File: config.mk
export PLATFORM = sky130hd
export DESIGN_NAME = twst_slave_transmitter
export DESIGN_NICKNAME = d
export VERILOG_FILES = /design/src/twst_pkg.sv /design/src/twst_line_sync.sv /design/src/twst_slave_transmitter.sv
export SDC_FILE = /design/constraint.sdc
export NUM_CORES = 1
export LEC_CHECK = 0
export BUFFER_PORTS_ARGS = -buffer_cell sky130_fd_sc_hd__buf_4
export CAP_MARGIN = 20
export CORE_MARGIN = 2
export CORE_UTILIZATION = 35
export DETAILED_ROUTE_END_ITERATION = 8
export PLACE_DENSITY = 0.62
export SETUP_SLACK_MARGIN = 0.2
export SLEW_MARGIN = 15
export SYNTH_ARGS = -nofsm -noshare
export SYNTH_HDL_FRONTEND = slang
export SYNTH_HIERARCHICAL = 1
export SYNTH_SLANG_ARGS = --single-unit
File: constraint.sdc
create_clock -name clock -period 3.8 [get_ports clock]
set_input_delay 0.19 -clock clock [delete_from_list [all_inputs] [get_ports clock]]
set_output_delay 0.19 -clock clock [all_outputs]
set_load 0.005 [all_outputs]
File: src/twst_pkg.sv
`default_nettype none

package twst_pkg;

	// Register byte offsets on the bus, one aligned word each.
	localparam logic [7:0] ADDR_DATA     = 8'h00;
	localparam logic [7:0] ADDR_CTRL     = 8'h04;
	localparam logic [7:0] ADDR_STATUS   = 8'h08;
	localparam logic [7:0] ADDR_OWN      = 8'h0C;
	localparam logic [7:0] ADDR_IRQ_STAT = 8'h10;
	localparam logic [7:0] ADDR_IRQ_MASK = 8'h14;

	// Control register field positions.
	localparam int CTRL_FLAG_BIT   = 7;
	localparam int CTRL_ACK_BIT    = 6;
	localparam int CTRL_START_BIT  = 5;
	localparam int CTRL_STOP_BIT   = 4;
	localparam int CTRL_ENABLE_BIT = 2;

	// Own address register: address in bits 7..1, general call enable in bit 0.
	localparam int OWN_GCE_BIT = 0;

	// Interrupt status and mask bit positions.
	localparam int IRQ_DONE_BIT  = 0;
	localparam int IRQ_STOP_BIT  = 1;
	localparam int IRQ_GCALL_BIT = 2;
	localparam int IRQ_WIDTH     = 3;

	// Reset values.
	localparam logic [7:0]           RESET_DATA = 8'h00;
	localparam logic [7:0]           RESET_OWN  = 8'h00;
	localparam logic [IRQ_WIDTH-1:0] RESET_IRQ  = 3'h0;

	// Status codes reported to software.
	localparam logic [7:0] ST_OWN_READ      = 8'hA8;
	localparam logic [7:0] ST_ARB_LOST_READ = 8'hB0;
	localparam logic [7:0] ST_DATA_ACK      = 8'hB8;
	localparam logic [7:0] ST_DATA_NACK     = 8'hC0;
	localparam logic [7:0] ST_LAST_ACK      = 8'hC8;
	localparam logic [7:0] ST_START_SENT    = 8'h08;
	localparam logic [7:0] ST_NO_INFO       = 8'hF8;

	// Timing: start and stop hold time on the bus.
	localparam int CLOCK_PERIOD_NS   = 25;
	localparam int START_HOLD_NS     = 4000;
	localparam int START_HOLD_CYCLES = (START_HOLD_NS + CLOCK_PERIOD_NS - 1) / CLOCK_PERIOD_NS;

	// Software-owned control fields.
	typedef struct packed {
		logic ackEnable;
		logic startRequest;
		logic enable;
	} twst_ctrl_s;

	localparam twst_ctrl_s RESET_CTRL = '{ackEnable: 1'b0, startRequest: 1'b0, enable: 1'b0};

	// Synchronised bus line view and its events.
	typedef struct packed {
		logic scl;
		logic sda;
		logic sclRise;
		logic sclFall;
		logic startSeen;
		logic stopSeen;
	} twst_line_s;

	typedef enum logic [3:0] {
		ST_IDLE,
		ST_ADDR,
		ST_ADDR_ACK,
		ST_TX_HOLD,
		ST_TX_BITS,
		ST_TX_ACK,
		ST_END_HOLD,
		ST_START_GEN,
		ST_START_HOLD,
		ST_STOP_GEN
	} twst_state_e;

endpackage : twst_pkg

`default_nettype wire

File: src/twst_line_sync.sv
`timescale 1ns/10ps
`default_nettype none

module twst_line_sync
(
	input  wire logic          clock,
	input  wire logic          reset,
	input  wire logic          sclPin,
	input  wire logic          sdaPin,
	output twst_pkg::twst_line_s line
);

	logic sclMeta_q;
	logic sdaMeta_q;
	logic scl_q;
	logic sda_q;
	logic sclPrev_q;
	logic sdaPrev_q;

	// Three flip-flops per pin; the idle bus reads high, so reset to one.
	always_ff @(posedge clock)
	begin
		if (reset)
		begin
			sclMeta_q <= 1'b1;
			sdaMeta_q <= 1'b1;
			scl_q     <= 1'b1;
			sda_q     <= 1'b1;
			sclPrev_q <= 1'b1;
			sdaPrev_q <= 1'b1;
		end
		else
		begin
			sclMeta_q <= sclPin;
			sdaMeta_q <= sdaPin;
			scl_q     <= sclMeta_q;
			sda_q     <= sdaMeta_q;
			sclPrev_q <= scl_q;
			sdaPrev_q <= sda_q;
		end
	end

	// Edges and bus conditions look only at the settled stages.
	assign line.scl       = scl_q;
	assign line.sda       = sda_q;
	assign line.sclRise   = scl_q & ~sclPrev_q;
	assign line.sclFall   = ~scl_q & sclPrev_q;
	assign line.startSeen = scl_q & sclPrev_q & sdaPrev_q & ~sda_q;
	assign line.stopSeen  = scl_q & sclPrev_q & ~sdaPrev_q & sda_q;

endmodule : twst_line_sync

`default_nettype wire

File: src/twst_slave_transmitter.sv
`timescale 1ns/10ps
`default_nettype none

module twst_slave_transmitter
(
	input  wire logic        clock,
	input  wire logic        reset,
	input  wire logic        hsel,
	input  wire logic [31:0] haddr,
	input  wire logic [1:0]  htrans,
	input  wire logic        hwrite,
	input  wire logic [2:0]  hsize,
	input  wire logic [31:0] hwdata,
	input  wire logic        hready,
	output logic             hreadyout,
	output logic             hresp,
	output logic [31:0]      hrdata,
	input  wire logic        sclIn,
	output logic             sclOut,
	output logic             sclOe,
	input  wire logic        sdaIn,
	output logic             sdaOut,
	output logic             sdaOe,
	output logic             irq
);

	twst_pkg::twst_line_s  line;
	twst_pkg::twst_ctrl_s  ctrl_q;
	twst_pkg::twst_state_e state_q;

	logic                          phaseValid_q;
	logic                          phaseWrite_q;
	logic [7:0]                    phaseAddr_q;
	logic                          readWait_q;
	logic [31:0]                   hrdata_q;
	logic [7:0]                    data_q;
	logic [7:0]                    own_q;
	logic                          flag_q;
	logic [7:0]                    status_q;
	logic [twst_pkg::IRQ_WIDTH-1:0] irqStat_q;
	logic [twst_pkg::IRQ_WIDTH-1:0] irqMask_q;
	logic                          setFlag_q;
	logic [7:0]                    setCode_q;
	logic                          clrStart_q;
	logic                          evStop_q;
	logic                          evGcall_q;
	logic [7:0]                    shift_q;
	logic [3:0]                    bitCnt_q;
	logic [11:0]                   holdCnt_q;
	logic                          sdaDrive_q;
	logic                          lastByte_q;
	logic                          ackSeen_q;
	logic                          addressable_q;
	logic                          busBusy_q;
	logic                          arbLost_q;
	logic                          wrEn;
	logic                          ctrlWrite;
	logic                          flagClr;
	logic                          addressed;
	logic [twst_pkg::IRQ_WIDTH-1:0] irqEvents;

	localparam logic [11:0] HOLD_LAST = 12'(twst_pkg::START_HOLD_CYCLES - 1);

	// Register read decode; unmapped offsets read as zero.
	function automatic logic [31:0] readReg(input logic [7:0] addr);
		logic [31:0] value;
		value = 32'h0000_0000;
		if (addr == twst_pkg::ADDR_DATA)
			value[7:0] = data_q;
		else if (addr == twst_pkg::ADDR_CTRL)
			value[7:0] = {flag_q, ctrl_q.ackEnable, ctrl_q.startRequest, 2'h0, ctrl_q.enable, 2'h0};
		else if (addr == twst_pkg::ADDR_STATUS)
			value[7:0] = status_q;
		else if (addr == twst_pkg::ADDR_OWN)
			value[7:0] = own_q;
		else if (addr == twst_pkg::ADDR_IRQ_STAT)
			value[twst_pkg::IRQ_WIDTH-1:0] = irqStat_q;
		else if (addr == twst_pkg::ADDR_IRQ_MASK)
			value[twst_pkg::IRQ_WIDTH-1:0] = irqMask_q;
		return value;
	endfunction : readReg

	twst_line_sync twst_line_sync_inst
	(
		.clock  (clock),
		.reset  (reset),
		.sclPin (sclIn),
		.sdaPin (sdaIn),
		.line   (line)
	);

	// Bus slave: writes finish with no wait, reads take one wait state so hrdata comes from a flip-flop.
	always_ff @(posedge clock)
	begin
		if (reset)
		begin
			phaseValid_q <= 1'b0;
			phaseWrite_q <= 1'b0;
			phaseAddr_q  <= 8'h00;
			readWait_q   <= 1'b0;
			hrdata_q     <= 32'h0000_0000;
		end
		else if (readWait_q)
		begin
			readWait_q <= 1'b0;
			hrdata_q   <= readReg(phaseAddr_q);
		end
		else if (hready)
		begin
			phaseValid_q <= hsel & htrans[1];
			phaseWrite_q <= hwrite;
			phaseAddr_q  <= haddr[7:0];
			readWait_q   <= hsel & htrans[1] & ~hwrite;
		end
	end

	assign hreadyout = ~readWait_q;
	assign hresp     = 1'b0;
	assign hrdata    = hrdata_q;
	assign wrEn      = phaseValid_q & phaseWrite_q;
	assign ctrlWrite = wrEn & (phaseAddr_q == twst_pkg::ADDR_CTRL);
	// Writing one to the flag bit is what hands the bus back to the hardware.
	assign flagClr   = ctrlWrite & hwdata[twst_pkg::CTRL_FLAG_BIT] & flag_q & ~setFlag_q;

	// Software registers; hardware setting the flag wins over a clear in the same cycle.
	always_ff @(posedge clock)
	begin
		if (reset)
		begin
			data_q   <= twst_pkg::RESET_DATA;
			own_q    <= twst_pkg::RESET_OWN;
			ctrl_q   <= twst_pkg::RESET_CTRL;
			flag_q   <= 1'b0;
			status_q <= twst_pkg::ST_NO_INFO;
		end
		else
		begin
			if (wrEn && phaseAddr_q == twst_pkg::ADDR_DATA && flag_q)
				data_q <= hwdata[7:0];
			if (wrEn && phaseAddr_q == twst_pkg::ADDR_OWN)
				own_q <= hwdata[7:0];
			if (ctrlWrite)
			begin
				ctrl_q.ackEnable    <= hwdata[twst_pkg::CTRL_ACK_BIT];
				ctrl_q.startRequest <= hwdata[twst_pkg::CTRL_START_BIT];
				ctrl_q.enable       <= hwdata[twst_pkg::CTRL_ENABLE_BIT];
			end
			else if (clrStart_q)
				ctrl_q.startRequest <= 1'b0;
			if (setFlag_q)
			begin
				flag_q   <= 1'b1;
				status_q <= setCode_q;
			end
			else if (flagClr)
			begin
				flag_q   <= 1'b0;
				status_q <= twst_pkg::ST_NO_INFO;
			end
		end
	end

	// Sticky interrupt status, write one to clear; a new event beats the clear.
	assign irqEvents = {evGcall_q, evStop_q, setFlag_q};

	always_ff @(posedge clock)
	begin
		if (reset)
		begin
			irqStat_q <= twst_pkg::RESET_IRQ;
			irqMask_q <= twst_pkg::RESET_IRQ;
		end
		else
		begin
			if (wrEn && phaseAddr_q == twst_pkg::ADDR_IRQ_MASK)
				irqMask_q <= hwdata[twst_pkg::IRQ_WIDTH-1:0];
			if (wrEn && phaseAddr_q == twst_pkg::ADDR_IRQ_STAT)
				irqStat_q <= (irqStat_q & ~hwdata[twst_pkg::IRQ_WIDTH-1:0]) | irqEvents;
			else
				irqStat_q <= irqStat_q | irqEvents;
		end
	end

	assign irq = |(irqStat_q & irqMask_q);

	assign addressed = (state_q == twst_pkg::ST_ADDR_ACK) || (state_q == twst_pkg::ST_TX_HOLD)
		|| (state_q == twst_pkg::ST_TX_BITS) || (state_q == twst_pkg::ST_TX_ACK)
		|| (state_q == twst_pkg::ST_END_HOLD);

	// Bus-side sequencer; an own-address match, each sent byte and a generated start report to software through a one-cycle flag pulse.
	always_ff @(posedge clock)
	begin
		if (reset)
		begin
			state_q       <= twst_pkg::ST_IDLE;
			setFlag_q     <= 1'b0;
			setCode_q     <= twst_pkg::ST_NO_INFO;
			clrStart_q    <= 1'b0;
			evStop_q      <= 1'b0;
			evGcall_q     <= 1'b0;
			shift_q       <= 8'h00;
			bitCnt_q      <= 4'h0;
			holdCnt_q     <= 12'h000;
			sdaDrive_q    <= 1'b0;
			lastByte_q    <= 1'b0;
			ackSeen_q     <= 1'b0;
			addressable_q <= 1'b0;
			busBusy_q     <= 1'b0;
			arbLost_q     <= 1'b0;
		end
		else
		begin
			setFlag_q  <= 1'b0;
			clrStart_q <= 1'b0;
			evStop_q   <= 1'b0;
			evGcall_q  <= 1'b0;
			// Any control write outside the final hold sets recognition from ack-enable.
			if (ctrlWrite && state_q != twst_pkg::ST_END_HOLD)
				addressable_q <= hwdata[twst_pkg::CTRL_ACK_BIT];
			if (line.stopSeen)
				busBusy_q <= 1'b0;
			if (line.startSeen)
				busBusy_q <= 1'b1;
			if (!ctrl_q.enable)
			begin
				state_q    <= twst_pkg::ST_IDLE;
				sdaDrive_q <= 1'b0;
			end
			else if (line.stopSeen && state_q != twst_pkg::ST_STOP_GEN && state_q != twst_pkg::ST_START_HOLD)
			begin
				evStop_q   <= addressed;
				state_q    <= twst_pkg::ST_IDLE;
				sdaDrive_q <= 1'b0;
			end
			else if (line.startSeen && state_q != twst_pkg::ST_START_GEN && state_q != twst_pkg::ST_START_HOLD
				&& state_q != twst_pkg::ST_STOP_GEN)
			begin
				// Another master took the bus while our start was pending: arbitration is lost.
				if (ctrl_q.startRequest)
					arbLost_q <= 1'b1;
				state_q    <= twst_pkg::ST_ADDR;
				bitCnt_q   <= 4'h0;
				sdaDrive_q <= 1'b0;
			end
			else
			begin
				case (state_q)
					twst_pkg::ST_IDLE:
					begin
						if (ctrl_q.startRequest && !busBusy_q)
						begin
							state_q    <= twst_pkg::ST_START_GEN;
							holdCnt_q  <= 12'h000;
							sdaDrive_q <= 1'b1;
						end
					end
					twst_pkg::ST_ADDR:
					begin
						if (line.sclRise)
						begin
							shift_q  <= {shift_q[6:0], line.sda};
							bitCnt_q <= bitCnt_q + 4'h1;
						end
						else if (line.sclFall && bitCnt_q == 4'h8)
						begin
							if (addressable_q && shift_q[7:1] == own_q[7:1] && shift_q[0])
							begin
								state_q    <= twst_pkg::ST_ADDR_ACK;
								sdaDrive_q <= 1'b1;
							end
							else
							begin
								// General call is a write; flag it for software but do not answer it.
								evGcall_q <= addressable_q && own_q[twst_pkg::OWN_GCE_BIT]
									&& shift_q == 8'h00;
								state_q   <= twst_pkg::ST_IDLE;
							end
						end
					end
					twst_pkg::ST_ADDR_ACK:
					begin
						if (line.sclFall)
						begin
							sdaDrive_q <= 1'b0;
							state_q    <= twst_pkg::ST_TX_HOLD;
							setFlag_q  <= 1'b1;
							setCode_q  <= arbLost_q ? twst_pkg::ST_ARB_LOST_READ : twst_pkg::ST_OWN_READ;
							arbLost_q  <= 1'b0;
						end
					end
					twst_pkg::ST_TX_HOLD:
					begin
						// The first bit goes out on the same edge that releases the held clock, so it has no low phase of its own.
						if (flagClr)
						begin
							shift_q    <= data_q;
							lastByte_q <= ~hwdata[twst_pkg::CTRL_ACK_BIT];
							sdaDrive_q <= ~data_q[7];
							bitCnt_q   <= 4'h1;
							state_q    <= twst_pkg::ST_TX_BITS;
						end
					end
					twst_pkg::ST_TX_BITS:
					begin
						if (line.sclFall)
						begin
							if (bitCnt_q == 4'h8)
							begin
								sdaDrive_q <= 1'b0;
								state_q    <= twst_pkg::ST_TX_ACK;
							end
							else
							begin
								shift_q    <= {shift_q[6:0], 1'b0};
								sdaDrive_q <= ~shift_q[6];
								bitCnt_q   <= bitCnt_q + 4'h1;
							end
						end
					end
					twst_pkg::ST_TX_ACK:
					begin
						if (line.sclRise)
							ackSeen_q <= ~line.sda;
						else if (line.sclFall)
						begin
							setFlag_q <= 1'b1;
							if (!ackSeen_q)
							begin
								setCode_q <= twst_pkg::ST_DATA_NACK;
								state_q   <= twst_pkg::ST_END_HOLD;
							end
							else if (lastByte_q)
							begin
								setCode_q <= twst_pkg::ST_LAST_ACK;
								state_q   <= twst_pkg::ST_END_HOLD;
							end
							else
							begin
								setCode_q <= twst_pkg::ST_DATA_ACK;
								state_q   <= twst_pkg::ST_TX_HOLD;
							end
						end
					end
					twst_pkg::ST_END_HOLD:
					begin
						// A pending start request is kept in the control register and acted on from idle.
						if (flagClr)
						begin
							addressable_q <= hwdata[twst_pkg::CTRL_ACK_BIT];
							state_q       <= twst_pkg::ST_IDLE;
						end
					end
					twst_pkg::ST_START_GEN:
					begin
						holdCnt_q <= holdCnt_q + 12'h001;
						if (holdCnt_q == HOLD_LAST)
						begin
							state_q    <= twst_pkg::ST_START_HOLD;
							setFlag_q  <= 1'b1;
							setCode_q  <= twst_pkg::ST_START_SENT;
							clrStart_q <= 1'b1;
						end
					end
					twst_pkg::ST_START_HOLD:
					begin
						// Master transfers are not built here; clearing the flag ends the attempt with a stop.
						if (flagClr)
						begin
							state_q   <= twst_pkg::ST_STOP_GEN;
							holdCnt_q <= 12'h000;
						end
					end
					twst_pkg::ST_STOP_GEN:
					begin
						holdCnt_q <= holdCnt_q + 12'h001;
						if (holdCnt_q == HOLD_LAST)
						begin
							sdaDrive_q <= 1'b0;
							state_q    <= twst_pkg::ST_IDLE;
						end
					end
					default:
					begin
						state_q <= twst_pkg::ST_IDLE;
					end
				endcase
			end
		end
	end

	// Open-drain pins: the output is always low and the enable pulls the line.
	assign sclOut = 1'b0;
	assign sdaOut = 1'b0;
	assign sclOe  = (state_q == twst_pkg::ST_TX_HOLD) || (state_q == twst_pkg::ST_END_HOLD)
		|| (state_q == twst_pkg::ST_START_HOLD);
	assign sdaOe  = sdaDrive_q;

endmodule : twst_slave_transmitter

`default_nettype wire

After elaboration in Yosys (flattened, before gate mapping)
Index checks and enable logic that the tools add are counted.

word-level totals
  memories = 0
  latch bits = 0
  ROM bits = 0
  register bits after elaboration = 105
  output and inout port bits = 39
  bits in writable memories = 0
  input port bits = 76

cells by class
  reduce and logical (&&, ||, !) cells = 56
  divide/modulo/power cells = 0
  add/subtract/negate cells = 2
  equality and inequality tests = 53
  bitwise operators = 36
  mux-type cells = 79
  multipliers = 0
  magnitude comparators = 0
  shifts and indexed selects = 0

operator list
  operator                                                                number
  8-bit two-way mux                                                       13
  4-bit two-way mux                                                       18
  8-bit case mux with 3 select lines                                      2
  4-bit case mux with 10 select lines                                     1
  12-bit case mux with 3 select lines                                     1
  2-bit inequality test, second input constant                            16
  3-bit inequality test, second input constant                            10
  1-bit two-way mux                                                       28
  13-bit AND reduction                                                    2
  12-bit two-way mux                                                      2
  3-bit two-way mux                                                       6
  1-bit logical AND                                                       17
  1-bit inverter                                                          17
  4-bit by 3-bit equality test with 1-bit output, second input constant   4
  8-bit by 4-bit equality test with 1-bit output, second input constant   2
  8-bit by 5-bit equality test with 1-bit output, second input constant   2
  8-bit logical NOT                                                       2
  8-bit AND reduction                                                     2
  5-bit AND reduction                                                     3
  1-bit AND                                                               14
  7-bit two-way mux                                                       2
  12-bit by 1-bit adder with 12-bit output, second input constant         1
  12-bit by 8-bit equality test with 1-bit output, second input constant  1
  4-bit equality test, second input constant                              3
  34 further kinds                                                        57

Longest topological paths before layout
  depth in word-level cells = 10
  gate-level depth with buffers = 9
  gate-level depth less buffers = 8

Cells and area by module
Netlist, hierarchy kept.

by module, submodules not included
  module                  area an instance (sq um)  times used  cells each  sequential area each (sq um)
  twst_slave_transmitter  4968.5                    1           590         1861.8
  twst_line_sync          205.2                     1           18          120.1

Least setup slack after synthesis
Ideal clock, no wire load.

  path type = register to register
  start point = register holdCnt_q[0]
  end point = register state_q[2]
  cell stages (with the launch flop) = 8
  path slack = 1.746 ns
  data arrival time = 1.938 ns
  buffers on the path = 0
  clock period less this slack = 2.054 ns
  library setup time = 0.116 ns
  cell sequence = dfxtp_1 ha_1 and4_2 nand3_2 a32o_2 a2111oi_4 mux2i_1 nor2_1

between the ends
  word-level cells in the longest chain between the ends = 3
  elaborated cells on any way between the ends = 4
  classes of those cells = eq/ne: 3; reduce/logical: 1

ends and longest elaborated chain
  item                                                 RTL line                                                      RTL
  from (decl)                                          twst_slave_transmitter.sv:49                                  logic [11:0] holdCnt_q;
  from (signal assigned)                               twst_slave_transmitter.sv:355                                 holdCnt_q <= holdCnt_q + 12'h001;
  from (signal assigned)                               twst_slave_transmitter.sv:375                                 holdCnt_q <= holdCnt_q + 12'h001;
  12-bit by 8-bit equality test with 1-bit output (*)  twst_slave_transmitter.sv:356, twst_slave_transmitter.sv:376
  2-bit inequality test (no source line)               n/a
  13-bit AND reduction (no source line) (*)            n/a
  to (signal assigned)                                 twst_slave_transmitter.sv:358                                 state_q <= twst_pkg::ST_START_HOLD;
  to (signal assigned)                                 twst_slave_transmitter.sv:379                                 state_q <= twst_pkg::ST_IDLE;
  to (signal assigned)                                 twst_slave_transmitter.sv:384                                 state_q <= twst_pkg::ST_IDLE;
  to (decl)                                            twst_slave_transmitter.sv:29                                  twst_pkg::twst_state_e state_q;

Mark *: on every way between the ends. The rest lies on a longest branch, timed or not.
A chain may end at the register's enable or synchronous reset.

Worst setup path after layout
  start point = register state_q[2]
  end point = register setFlag_q

between the ends
  word-level cells in the longest chain between the ends = 5
  elaborated cells on any way between the ends = 13
  classes of those cells = eq/ne: 6; mux: 1; reduce/logical: 6

ends and longest elaborated chain
  item                                              RTL line                       RTL
  from (signal assigned)                            twst_slave_transmitter.sv:195  state_q <= twst_pkg::ST_IDLE;
  from (signal assigned)                            twst_slave_transmitter.sv:226  state_q <= twst_pkg::ST_IDLE;
  from (signal assigned)                            twst_slave_transmitter.sv:232  state_q <= twst_pkg::ST_IDLE;
  4-bit by 3-bit inequality test with 1-bit output  twst_slave_transmitter.sv:235  else if (line.startSeen && state_q != twst_pkg::ST_START_GEN && state_q != twst_pkg::ST_START_HOLD
  1-bit logical AND (2 in a row)                    twst_slave_transmitter.sv:235
  1-bit logical AND                                 twst_slave_transmitter.sv:236  && state_q != twst_pkg::ST_STOP_GEN)
  4-bit OR reduction (no source line)               n/a
  to (signal assigned)                              twst_slave_transmitter.sv:213  setFlag_q <= 1'b0;
  to (signal assigned)                              twst_slave_transmitter.sv:286  setFlag_q <= 1'b1;
  to (signal assigned)                              twst_slave_transmitter.sv:326  setFlag_q <= 1'b1;
  to (decl)                                         twst_slave_transmitter.sv:42   logic setFlag_q;

Parallel ways exist; a longest one is shown, timed or not.

==> reports/metrics.yaml <==
grt_usage_pct: 15.66
cp-end-kind: "flop"
viasPerCell: 5.234
cts-resized-gates: 0
coreArea_mm2: 0.01448
io_buffers: 35
syn_to_final_growth_pct: 9.712
clockBufferDepth: 2
yosysWarnings: 6
worstSetupStartpointType: "flop"
synthCells: 607
final_nets: 701
drtAntennaViolNets: 0
max_slew_margin_pct: 45.83
rows: 44
fp.dieArea_mm2: 0.01575
post_cts.repair.setup_buffers: 0
fin_crit_ns: 2.853
p_per_area_mw_per_mm2: 368.8
seqCellArea_mm2: 0.001982
wl_per_cell_um: 14.79
vias: 4245
maxCapViolations: 0
clkSlewWorstSetupHoldPaths_ns: 0.07
root_buffer: "clkbuf_16"
antennaDiodeCount: 0
path_cells: "and4b_1 > a211oi_2 > or2b_2 > a2111oi_0"
numClockSinks: 99
tns_ns: 0
worstMarginPinSlew_ns: 0.8115
grt_pass1_wl_um: 20160
drv_slew: 0
die_w_um: 125.5
htreeDepth: 3
routed_wl_um: 11990
worstPathRequired_ns: 3.97
syn_area_mm2: 0.005166
finalCritPeriodShare_pct: 75.08
nFillCells: 1468
firstDrtPassIters: 5
grt_pass1_vias: 4081
mostFrequentLayoutCells: "99 x dfxtp_1, 75 x nor2_1, 75 x nand2_1"
cts_tree: "built"
power.total_mw: 2.090
start_util_pct: 35.68
ir_drop_v: 0.0002383
hold_class: "in -> reg"
die_h_um: 125.5
crit_fanout: 27
grt-ovfl-total: 0
p_leak_nw: 2.031
gp_congestion: 0.8670
hold_violations: 0
critical_path.slowest_cell: "dfxtp_1"
crit_type: "reg -> reg"
hpwl_um: 8598
setup_viol_count_final: 0
multiInputGateArea_mm2: 0.002808
antenna_found_initial: 0
fin_skew_ns: 0.007299
worstSkewPairLatency_ns: 0.35
rsz0062_at_grt: "no"
slowest_delay_ns: 0.85
drtIter0Drc: 399
grt_max_degree: 71
avgSynthCellArea_um2: 8.511
status: "completed"
clock.fmax_ghz: 0.3505
cts_buffers: 9
critPathArrivalTime_ns: 3.02
final_common_cell: "dfxtp_1"
drive_gt1_share_pct: 12.60
drcViolationCount: 0
ioPinCount: 115
[registers in the layout (all words and copies together) (netlist names), 3 cells and up]
signal,count
shift_q,8
ctrl_q,3
own_q,8
bitCnt_q,4
state_q,4
irqStat_q,3
phaseAddr_q,8
setCode_q,5
data_q,8
holdCnt_q,12
hrdata,8
irqMask_q,3
status_q,5
[through the flow]
stage	instances	hold WS (ns)	instance area (um^2)	setup slack, ns	util, %
after floorplan	633	0.2690	5264	1.746	-
after global placement	794	0.3666	5358	1.094	37.00
after detailed placement	794	0.3701	5358	1.055	37.00
after CTS	811	0.007775	5668	1.037	39.15
after global routing	811	0.01219	5668	0.7187	39.15
final	811	0.02081	5668	0.9468	39.15
[repair_timing]
action	4_1_cts	5_1_grt
setup endpoints to repair	0	0
hold buffers	1	0
hold endpoints to repair	1	0
[metal layers]
metal / up-vias / global-route usage (%) / part of all wire [%]
met4: 0 / 5.294 / 1.5
met1: 1981 / 20.92 / 48
met2: 125 / 24.20 / 45
li1: 2125 / - / -
met3: 14 / 4.621 / 5.8
met5: - / 0 / 0
[path summary, 6_finish.rpt]
check                           cells past startpoint                                       end  slack (ns)                                      from
worst max-delay path                                4                      setFlag_q$_SDFF_PP0_        0.95                   state_q[2]$_SDFFE_PP0P_
worst min-delay path                                2  twst_line_sync_inst/sdaMeta_q$_SDFF_PP1_        0.02                                     sdaIn
worst max register to register                      4                      setFlag_q$_SDFF_PP0_        0.95                   state_q[2]$_SDFFE_PP0P_
worst min register to register                      1      twst_line_sync_inst/scl_q$_SDFF_PP1_        0.40  twst_line_sync_inst/sclMeta_q$_SDFF_PP1_
[report_power, final]
group	internal, mW	leakage [nW]	total [mW]	switching (mW)
sequential	1.05	0.801	1.06	0.0160
combinational	0.0383	1.08	0.0996	0.0613
clock	0.519	0.145	0.928	0.409
total	1.60	2.03	2.09	0.486
[worst max-delay path, delay by kind of cell, from the launching register on]
family / cells / cell delay [ns]
AO/OA/AOI/OAI: 2 / 0.92
flip-flops: 1 / 0.85
AND/OR/NAND/NOR: 2 / 0.90
[layout make-up]
type,count,share of cell area (%)
clock inverter,6,1.258
timing repair buffer,39,5.210
tap,184,4.062
multi-input combinational,459,49.54
sequential,99,34.97
clock buffer,10,4.040
inverter,14,0.9272
No activity file was read; power rests on OpenSTA's default activity.
